--- src/rtl/timer_pkg.sv ---
// package: register map, field layout, reset values and modes of the timer block
package timer_pkg;
    localparam int CNT_W = 16;
    localparam int ADDR_W = 4;
    localparam int DATA_W = 16;
    localparam int DEAD_W = 8;
    localparam int SEL_W = 2;
    localparam int EVT_W = 3;
    // ****************************************
    // register offsets (word index)
    // ****************************************
    localparam logic [ADDR_W-1:0] REG_CTRL = 4'h0;
    localparam logic [ADDR_W-1:0] REG_PERIOD = 4'h1;
    localparam logic [ADDR_W-1:0] REG_COMPARE = 4'h2;
    localparam logic [ADDR_W-1:0] REG_COUNT = 4'h3;
    localparam logic [ADDR_W-1:0] REG_CAPTURE = 4'h4;
    localparam logic [ADDR_W-1:0] REG_STATUS = 4'h5;
    localparam logic [ADDR_W-1:0] REG_MASK = 4'h6;
    localparam logic [ADDR_W-1:0] REG_DEADBAND = 4'h7;
    // ****************************************
    // field positions
    // ****************************************
    localparam int CTRL_RUN = 0;
    localparam int CTRL_MODE_LO = 1;
    localparam int CTRL_REL_LO = 3;
    localparam int CTRL_SEL_LO = 6;
    localparam int CTRL_COMP = 8;
    localparam int ST_TC = 0;
    localparam int ST_CMP = 1;
    localparam int ST_CAP = 2;
    localparam int ST_RUNNING = 8;
    // ****************************************
    // reset values and constants
    // ****************************************
    localparam logic [CNT_W-1:0] PERIOD_RST = 16'hffff;
    localparam logic [CNT_W-1:0] COMPARE_RST = 16'h8000;
    localparam logic [CNT_W-1:0] CNT_ZERO = 16'h0000;
    localparam logic [CNT_W-1:0] CNT_STEP = 16'h0001;
    localparam logic [DEAD_W-1:0] DEAD_RST = 8'h00;
    localparam logic [DEAD_W-1:0] DEAD_STEP = 8'h01;
    localparam logic [SEL_W-1:0] SEL_RST = 2'h0;
    localparam logic [EVT_W-1:0] EVT_NONE = 3'h0;
    localparam logic [DATA_W-1:0] DATA_ZERO = 16'h0000;
    typedef enum logic [1:0] {
        MODE_FREE = 2'b00,
        MODE_ONESHOT = 2'b01,
        MODE_GATED = 2'b10
    } runMode_t;
    typedef enum logic [2:0] {
        REL_LT = 3'b000,
        REL_LTE = 3'b001,
        REL_EQ = 3'b010,
        REL_GTE = 3'b011,
        REL_GT = 3'b100
    } cmpRel_t;
endpackage

--- src/rtl/cmp_unit.sv ---
// file: configurable magnitude comparator of counter against compare value
`timescale 1ns/1ps
`default_nettype none
module cmp_unit import timer_pkg::*; #(
    parameter int W = CNT_W
) (
    input wire logic [W-1:0] count,
    input wire logic [W-1:0] compare,
    input wire logic [2:0] rel,
    output logic match
);
    wire isLt = count < compare;
    wire isEq = count == compare;
    // unused relation codes never match, so a bad setting parks the output low
    assign match = (rel == REL_LT) ? isLt :
                   (rel == REL_LTE) ? (isLt | isEq) :
                   (rel == REL_EQ) ? isEq :
                   (rel == REL_GTE) ? !isLt :
                   (rel == REL_GT) ? (!isLt & !isEq) : 1'b0;
endmodule
`default_nettype wire

--- src/rtl/deadband_gen.sv ---
// file: complementary output pair with a programmable dead interval
`timescale 1ns/1ps
`default_nettype none
module deadband_gen import timer_pkg::*; #(
    parameter int W = DEAD_W
) (
    input wire logic mclk,
    input wire logic rst_n,
    input wire logic pwmIn,
    input wire logic [W-1:0] deadLen,
    output logic hiOut,
    output logic loOut
);
    logic lvl_q;
    logic [W-1:0] cnt_q;
    logic hi_q;
    logic lo_q;
    wire change = pwmIn != lvl_q;
    wire settled = !change && (cnt_q == '0);
    // every edge costs at least one idle cycle, so the pair never overlaps
    always_ff @(posedge mclk) begin
        if (!rst_n) begin
            lvl_q <= 1'b0;
            cnt_q <= '0;
            hi_q <= 1'b0;
            lo_q <= 1'b0;
        end else begin
            lvl_q <= pwmIn;
            cnt_q <= change ? deadLen : (cnt_q == '0 ? cnt_q : cnt_q - W'(DEAD_STEP));
            hi_q <= settled & lvl_q;
            lo_q <= settled & !lvl_q;
        end
    end
    assign hiOut = hi_q;
    assign loOut = lo_q;
endmodule
`default_nettype wire

--- src/rtl/timer_counter_pwm16.sv ---
// file: 16-bit down-counting timer, counter and pwm unit with register port
// What this block does
// counter is a sixteen bit register that only counts down
// counting clock picked by configuration from several sources
// comparator relation selectable: lt, lte, eq, gte, gt
// period loaded on start, on reset input and on terminal count
// interrupt selectable from terminal count, compare true or capture
// compare output, terminal count or complementary output, interrupt line
// run modes free running, one shot, or gated by enable input
// one shot stops after one period until started again
// gated mode counts only while enable input is high
// capture event latches the full count into a holding register
// kill input forces comparator outputs inactive while it is high
// complementary pwm pair with dead interval around each edge
// terminal count output pulses once as count reloads from zero
// live count readable without disturbing counting
`timescale 1ns/1ps
`default_nettype none
module timer_counter_pwm16 import timer_pkg::*; #(
    parameter int NSRC = 4
) (
    input wire logic mclk,
    input wire logic rst_n,
    input wire logic [ADDR_W-1:0] regAddr,
    input wire logic [DATA_W-1:0] regWrData,
    input wire logic regWr,
    input wire logic regRd,
    output logic [DATA_W-1:0] regRdData,
    input wire logic [NSRC-2:0] tickIn,
    input wire logic enableIn,
    input wire logic resetIn,
    input wire logic captureIn,
    input wire logic killIn,
    output logic cmpOut,
    output logic tcOut,
    output logic irq
);
    // ****************************************
    // state
    // ****************************************
    logic runEn_q;
    logic [1:0] mode_q;
    logic [2:0] rel_q;
    logic [SEL_W-1:0] sel_q;
    logic compMode_q;
    logic [CNT_W-1:0] period_q;
    logic [CNT_W-1:0] compare_q;
    logic [DEAD_W-1:0] dead_q;
    logic [CNT_W-1:0] cnt_q;
    logic [CNT_W-1:0] cnt_d;
    logic [CNT_W-1:0] cap_q;
    logic [EVT_W-1:0] status_q;
    logic [EVT_W-1:0] mask_q;
    logic tcPulse_q;
    logic cmpRaw_q;
    logic capPrev_q;
    logic cmpOut_q;
    logic tcOut_q;
    logic [DATA_W-1:0] rdData_q;
    logic cmpTrue;
    logic dbHi;
    logic dbLo;
    // ****************************************
    // register decode
    // ****************************************
    wire wrCtrl = regWr && (regAddr == REG_CTRL);
    wire wrPeriod = regWr && (regAddr == REG_PERIOD);
    wire wrCompare = regWr && (regAddr == REG_COMPARE);
    wire wrStatus = regWr && (regAddr == REG_STATUS);
    wire wrMask = regWr && (regAddr == REG_MASK);
    wire wrDead = regWr && (regAddr == REG_DEADBAND);
    wire runWr = regWrData[CTRL_RUN];
    wire startPulse = wrCtrl && runWr && !runEn_q;
    // ****************************************
    // counting clock and step
    // ****************************************
    wire [NSRC-1:0] srcVec = {tickIn, 1'b1};
    // out of range selections stall the counter instead of reading past the vector
    wire selOk = 32'(sel_q) < NSRC;
    wire tick = selOk && srcVec[sel_q];
    runMode_t mode;
    assign mode = runMode_t'(mode_q);
    wire gateOk = (mode != MODE_GATED) || enableIn;
    wire step = runEn_q && tick && gateOk;
    wire atZero = cnt_q == CNT_ZERO;
    wire tcEvent = step && atZero;
    wire reload = startPulse || resetIn;
    wire oneShotEnd = tcEvent && (mode == MODE_ONESHOT);
    // ****************************************
    // counter
    // ****************************************
    always_comb begin
        cnt_d = cnt_q;
        if (reload) begin
            cnt_d = period_q;
        end else if (tcEvent) begin
            cnt_d = period_q;
        end else if (step) begin
            cnt_d = cnt_q - CNT_STEP;
        end
    end
    always_ff @(posedge mclk) begin
        if (!rst_n) begin
            cnt_q <= PERIOD_RST;
            tcPulse_q <= 1'b0;
        end else begin
            cnt_q <= cnt_d;
            tcPulse_q <= tcEvent;
        end
    end
    // ****************************************
    // control registers
    // ****************************************
    // a start written in the same cycle as the one shot end wins, so no start is lost
    always_ff @(posedge mclk) begin
        if (!rst_n) begin
            runEn_q <= 1'b0;
            mode_q <= MODE_FREE;
            rel_q <= REL_LT;
            sel_q <= SEL_RST;
            compMode_q <= 1'b0;
        end else if (wrCtrl) begin
            runEn_q <= runWr;
            mode_q <= regWrData[CTRL_MODE_LO +: 2];
            rel_q <= regWrData[CTRL_REL_LO +: 3];
            sel_q <= regWrData[CTRL_SEL_LO +: SEL_W];
            compMode_q <= regWrData[CTRL_COMP];
        end else if (oneShotEnd) begin
            runEn_q <= 1'b0;
        end
    end
    always_ff @(posedge mclk) begin
        if (!rst_n) begin
            period_q <= PERIOD_RST;
            compare_q <= COMPARE_RST;
            dead_q <= DEAD_RST;
            mask_q <= EVT_NONE;
        end else begin
            if (wrPeriod) begin
                period_q <= regWrData;
            end
            if (wrCompare) begin
                compare_q <= regWrData;
            end
            if (wrDead) begin
                dead_q <= regWrData[DEAD_W-1:0];
            end
            if (wrMask) begin
                mask_q <= regWrData[EVT_W-1:0];
            end
        end
    end
    // ****************************************
    // compare, capture, events
    // ****************************************
    cmp_unit #(
        .W(CNT_W)
    ) u_cmp (
        .count(cnt_q),
        .compare(compare_q),
        .rel(rel_q),
        .match(cmpTrue)
    );
    wire capEdge = captureIn && !capPrev_q;
    wire cmpRise = cmpTrue && !cmpRaw_q;
    wire [EVT_W-1:0] evt = {capEdge, cmpRise, tcEvent};
    wire [EVT_W-1:0] clrBits = wrStatus ? regWrData[EVT_W-1:0] : EVT_NONE;
    always_ff @(posedge mclk) begin
        if (!rst_n) begin
            cap_q <= CNT_ZERO;
            capPrev_q <= 1'b0;
            cmpRaw_q <= 1'b0;
            status_q <= EVT_NONE;
        end else begin
            capPrev_q <= captureIn;
            cmpRaw_q <= cmpTrue;
            if (capEdge) begin
                cap_q <= cnt_q;
            end
            // set beats a write-one clear arriving in the same cycle
            status_q <= (status_q & ~clrBits) | evt;
        end
    end
    assign irq = |(status_q & mask_q);
    // ****************************************
    // output stage
    // ****************************************
    deadband_gen #(
        .W(DEAD_W)
    ) u_dead (
        .mclk(mclk),
        .rst_n(rst_n),
        .pwmIn(cmpRaw_q),
        .deadLen(dead_q),
        .hiOut(dbHi),
        .loOut(dbLo)
    );
    // kill acts one cycle late since the pins are registered; the tc pulse is not killed
    wire cmpOut_d = killIn ? 1'b0 : (compMode_q ? dbHi : cmpRaw_q);
    wire tcOut_d = compMode_q ? (!killIn && dbLo) : tcPulse_q;
    always_ff @(posedge mclk) begin
        if (!rst_n) begin
            cmpOut_q <= 1'b0;
            tcOut_q <= 1'b0;
        end else begin
            cmpOut_q <= cmpOut_d;
            tcOut_q <= tcOut_d;
        end
    end
    assign cmpOut = cmpOut_q;
    assign tcOut = tcOut_q;
    // ****************************************
    // read port
    // ****************************************
    wire [DATA_W-1:0] ctrlView = DATA_W'({compMode_q, sel_q, rel_q, mode_q, runEn_q});
    wire [DATA_W-1:0] statView = DATA_W'({runEn_q, 5'h00, status_q});
    wire [DATA_W-1:0] rdMux =
        (regAddr == REG_CTRL) ? ctrlView :
        (regAddr == REG_PERIOD) ? period_q :
        (regAddr == REG_COMPARE) ? compare_q :
        (regAddr == REG_COUNT) ? cnt_q :
        (regAddr == REG_CAPTURE) ? cap_q :
        (regAddr == REG_STATUS) ? statView :
        (regAddr == REG_MASK) ? DATA_W'(mask_q) :
        (regAddr == REG_DEADBAND) ? DATA_W'(dead_q) : DATA_ZERO;
    // reads have no side effect, so polling the count never disturbs it
    always_ff @(posedge mclk) begin
        if (!rst_n) begin
            rdData_q <= DATA_ZERO;
        end else begin
            rdData_q <= regRd ? rdMux : DATA_ZERO;
        end
    end
    assign regRdData = rdData_q;
endmodule
`default_nettype wire

--- config.mk ---
export PLATFORM = sky130hd
export DESIGN_NAME = timer_counter_pwm16
export DESIGN_NICKNAME = d
export VERILOG_FILES = /design/src/rtl/timer_pkg.sv /design/src/rtl/cmp_unit.sv /design/src/rtl/deadband_gen.sv /design/src/rtl/timer_counter_pwm16.sv
export SDC_FILE = /design/constraint.sdc
export NUM_CORES = 1
export LEC_CHECK = 0
export CAP_MARGIN = 15
export CORE_MARGIN = 3
export CORE_UTILIZATION = 57
export DETAILED_ROUTE_END_ITERATION = 10
export DONT_BUFFER_PORTS = 1
export GPL_ROUTABILITY_DRIVEN = 1
export GPL_TIMING_DRIVEN = 0
export PLACE_DENSITY = 0.86
export RECOVER_POWER = 50
export SLEW_MARGIN = 20
export SYNTH_ARGS = -nofsm -noshare
export SYNTH_HDL_FRONTEND = slang
export SYNTH_SLANG_ARGS = --single-unit
--- constraint.sdc ---
create_clock -name mclk -period 2.6 [get_ports mclk]
set_input_delay 0.26 -clock mclk [delete_from_list [all_inputs] [get_ports mclk]]
set_output_delay 0.26 -clock mclk [all_outputs]
set_load 0.1 [all_outputs]
# Word-level counts from Yosys, hierarchy flattened
# Index checks and enable logic that the tools add are counted.
# Widths: inputs -> output; s select.
[word_totals] regBits=119 in_bits=31 wordCells=114
[op_classes] addsub=2 order_cmp=2 n_eq_ne=16 n_mux=25 bitwise=10 n_reduce_logical=36
[op_table] cell="$mux 16" count=7
[op_table] cell="$mux 8" count=4
[op_table] cell="$mux 9" count=2
[op_table] cell="$eq 16x16->1" count=1
[op_table] cell="$eq 4x3->1 const B" count=4
[op_table] cell="$logic_and 1x1->1" count=16
[op_table] cell="$logic_not 16->1" count=1
[op_table] cell="$lt 16x16->1" count=1
[op_table] cell="$sub 16x1->16 const B" count=1
[op_table] cell="$mux 1" count=10
[op_table] cell="$eq 4x2->1 const B" count=2
[op_table] cell="$logic_not 1->1" count=8
[op_table] cell="$logic_not 8->1" count=1
[op_table] cell="$sub 8x1->8 const B" count=1
[op_table] cell="$and 3x3->3" count=2
[op_table] cell="$eq 3x2->1 const B" count=2
[op_table] cell="$reduce_or 3->1" count=2
[op_table] cell="$eq 4x1->1 const B" count=1
[op_table] cell="$logic_not 4->1" count=1
[op_table] cell="$and 1x1->1" count=3
[op_table] cell="$eq 3x1->1 const B" count=1
[op_table] cell="$eq 3x3->1 const B" count=1
[op_table] cell="$logic_not 3->1" count=1
[op_table] cell="$lt 2x3->1 const B" count=1
[op_table] cell="15 further kinds" count=17

# Logic depth before layout (Yosys ltp)
[depth] word_depth=10 depth_mapped=11 ltp_nobuf=8

# Hierarchy
# Synthesis repeated with hierarchy kept, for this count alone.
[unflattened] hier_cells=753 area_unflattened_um2=6012.0
[by_module_without_submodules] module="timer_counter_pwm16" instances=1 cells_per_inst=628 area_per_inst_um2=4967.3
[by_module_without_submodules] module="deadband_gen" instances=1 cells_per_inst=62 area_per_inst_um2=573.0
[by_module_without_submodules] module="cmp_unit" instances=1 cells_per_inst=63 area_per_inst_um2=471.7

# Worst setup path before layout
# No wires, ideal clock.
[synth_timing] path_kind="reg2reg" from="register cnt_q[0]" to="register cnt_q[7]" setup_ns=0.142 arrival_time_ns=2.269 path_slack_ns=0.189 stages_incl_launch_ff=12 period_less_slack_ns=2.411 path_cell_list="dfxtp_1 -> clkbuf_1 -> inv_1 -> ha_1 -> clkbuf_2 -> or4b_1 -> or4_4 -> buf_6 -> o21ai_1 -> nand2_1 -> a32oi_1 -> o211ai_1"
[synth_between] elab_chain_cells=4
[synth_rtl] element="start, declared" line_no="timer_counter_pwm16.sv:49" text="logic [CNT_W-1:0] cnt_q;"
[synth_rtl] element="start signal, assigned" line_no="timer_counter_pwm16.sv:107" text="cnt_q <= cnt_d;"
[synth_rtl] element="$sub 16x1->16 or $logic_not 16->1 (tied branches)" line_no="timer_counter_pwm16.sv:99, timer_counter_pwm16.sv:85"
[synth_rtl] element="$mux 16 or $logic_and 1x1->1 (tied branches)" line_no="timer_counter_pwm16.sv:98, timer_counter_pwm16.sv:86"
[synth_rtl] element="$mux 16" line_no="timer_counter_pwm16.sv:96" text="end else if (tcEvent) begin"
[synth_rtl] element="$mux 16" line_no="timer_counter_pwm16.sv:94" text="if (reload) begin"
# Parallel ways exist; a longest one is shown, timed or not. The select of a mux whose other input is x is not followed.
# A chain may end at the register's enable or synchronous reset.

# Final worst setup path
# Ends and elaborated chain as after synthesis.

==> summary.txt <==
DRC violations left - 0
CTS tree - yes
Status - finished, final reports clean
Fmax - 394.4 MHz
Peak VDD IR - 336.6 uV
Power per cell area - 747.1 nW/um^2
Clock root cell - clkbuf_8
Hold WS - 0.03550 ns
Yosys warns - 0
Area leader, netlist - dfxtp_1
Max-slew headroom - 34.90%
# IOs - 50
Full die area - 11,290 um^2
Post-synthesis sequential area ratio - 41.60%
Initial Utilization - 60.26%
Maximum clock path buffer count - 2
Row count - 35
Fraction of layout cells with a size suffix above 1 - 8.094%
Worst Setup End Kind - flop
Most common library cells after synthesis - nand2_1 (166), dfxtp_1 (119), a21oi_1 (77)
Final hold viol count - 0
Vias/cell - 6.552
Gate power share - 12.0%
Most common cell in the netlist - nand2_1
Syn Area/Cell - 7.976 um^2
Final Net Count - 802
Routed WL per cell - 20.34 um
HPWL after DPL - 12.69 mm
Mapped cell area - 5727 um^2
Min Tclk post-route - 2.536 ns
Kind of critical path - flop to flop
Number of global-route vias before repair - 5,582
Arr. time, crit path - 2.90 ns
H-Tree Depth - 4
Mapped Nets - 767
Clock Sink Count - 119
Overall Global Routing Usage - 32.09%
Reg clk slew, reported paths - 0.06 ns
Sw power - 1.440 mW
Clock power frac - 46.6%
Initial antenna violation count - 1
Gpl congestion - 1.039
Worst-Margin Slew - 0.9752 ns
IO buf count - 0
Grt total ovfl - 0
Leak Pwr - 2.402 nW
Post-route core utilization - 70.36%
Via Count - 5,871
Largest net degree at the start of global routing - 17
Fin crit share - 97.52%
Reg power frac - 41.4%
Synth-to-layout area growth - 16.76%
Share of the synthesized area in the top cell type - 41.60%
Final setup violation count - 0
First-pass GRT wire length - 28.23 mm
Skew final - 0.008696 ns
Share of synthesized registers carrying an async set or reset - 0%
Syn Inst Count - 718
Sw Ratio - 28.82%
Core area - 9503 um^2
Die Width - 106.2 um
CTS buffer count - 17
Post-synthesis cell type count - 61
Ys flop type - dfxtp_1
Int Pwr - 3.556 mW
First-pass iteration count of the detailed router - 8
Largest cells by area after synthesis - dfxtp_1 (42%), nand2_1 (11%), a21oi_1 (6.7%), ha_1 (3.9%), a22oi_1 (3.4%)
Crit-path max FO - 9
Synth Register Bits - 119
CP required - 2.96 ns
Detail Route Antenna Nets - 0
Number of max-slew violations in the final report - 0
Hold Path Class - input port to flop
CP Launch Type - flop
Max-cap viol count - 0
Post-Route WL - 18.22 mm
Chip height - 106.2 um
Clock Latency Late Sink - 0.53 ns
Post-synth EDFFs - 0
Post-CTS setup buffers - 0
Iter 0 DRT Violations - 881
-- registers in the layout, summed over array words and instances (netlist names), 8 cells and up --
signal and flops:
period_q 16, regRdData 16, cap_q 16, dead_q 8, compare_q 16, cnt_q 16
u_dead.cnt_q 8
-- placed cells by master, fill, tap and decap left out, types with 18 or more instances in the layout --
master and n:
nand2_1 166, clkbuf_1 36, a22oi_1 26, inv_1 27
nand3_1 21, a21oi_1 77, nor3_1 18, ha_1 18
nor2_1 38, dfxtp_1 117
-- area by class of cell --
cell class	count	area (um^2)
multi-input combinational	525	3082
fill	712	2816
buffer	46	202.7
timing repair buffer	17	170.2
tap	129	161.4
inverter	27	101.3
antenna	1	2.502
sequential	119	2387
clock inverter	15	165.2
clock buffer	17	414.1
-- metal layers --
metal / track usage [%] / part of all wire [%] / up-vias
met2: 49.82 / 44 / 458
li1: - / - / 2622
met5: 0 / 0 / -
met1: 41.42 / 38 / 2697
met3: 8.136 / 14 / 94
met4: 16.10 / 4.3 / 0
-- critical path: stages, from the launching register on --
cell and delay, ns:
dfxtp_4 0.38, inv_1 0.09, ha_1 0.16, buf_6 0.13, or4b_4 0.47, or4_4 0.53, buf_6 0.16, o21ai_1 0.08
nand2_1 0.08, a32oi_2 0.18, o211ai_1 0.11
-- through the flow --
stage               area, um^2  std cells  power (mW)  setup TNS, ns  setup WS, ns
floorplan                 5727        718       2.511              0        0.1891
detailed placement        5888        847       2.648        -0.6698       -0.2002
CTS                       6644        895       4.963              0       0.04435
global placement          5888        847       2.617        -0.3718       -0.1394
global route              6686        896       5.130      -0.002885     -0.002885
finish                    6686        896       4.995              0       0.06448
-- path summary, 6_finish.rpt --
| kind | start | endpoint | slack, ns | cells after the start |
|---|---|---|---|---|
| setup / recovery | cnt_q[0] | cnt_q[7] | 0.06 | 10 |
| hold / removal | resetIn | cnt_q[12] | 0.04 | 2 |
| setup reg to reg | cnt_q[0] | cnt_q[7] | 0.06 | 10 |
| hold reg to reg | cap_q[10] | cap_q[10] | 0.46 | 2 |
-- power by group through the flow --
stage                     Combinational, mW  Sequential, mW  Clock [mW]
after floorplan                       0.437            2.07           0
after global placement                0.523            2.09           0
after detailed placement              0.547            2.10           0
after CTS                             0.587            2.06        2.31
after global routing                  0.656            2.08        2.39
final                                 0.598            2.07        2.33
-- timing repair --
item | CTS | global route
hold buffers | 17 | 0
setup endpoints to repair | 16 | 12
gates resized for setup | 3 | 11
hold endpoints to repair | 52 | 0
-- kinds of logic (layout without fill, tap and decap cells) --
kind of cell | Yosys count | count (layout) | share of synthesized area [%]
XOR/XNOR | 11 | 11 | 1.682
AND/OR/NAND/NOR | 291 | 291 | 22.61
adder cells (fa/ha/maj) | 18 | 18 | 3.933
buffers and inverters | 74 | 122 | 5.287
multiplexers | 17 | 17 | 3.648
flip-flops | 119 | 119 | 41.60
other | 0 | 1 | 0
AO/OA/AOI/OAI | 188 | 188 | 21.24
Power figures use the tool's default switching activity.
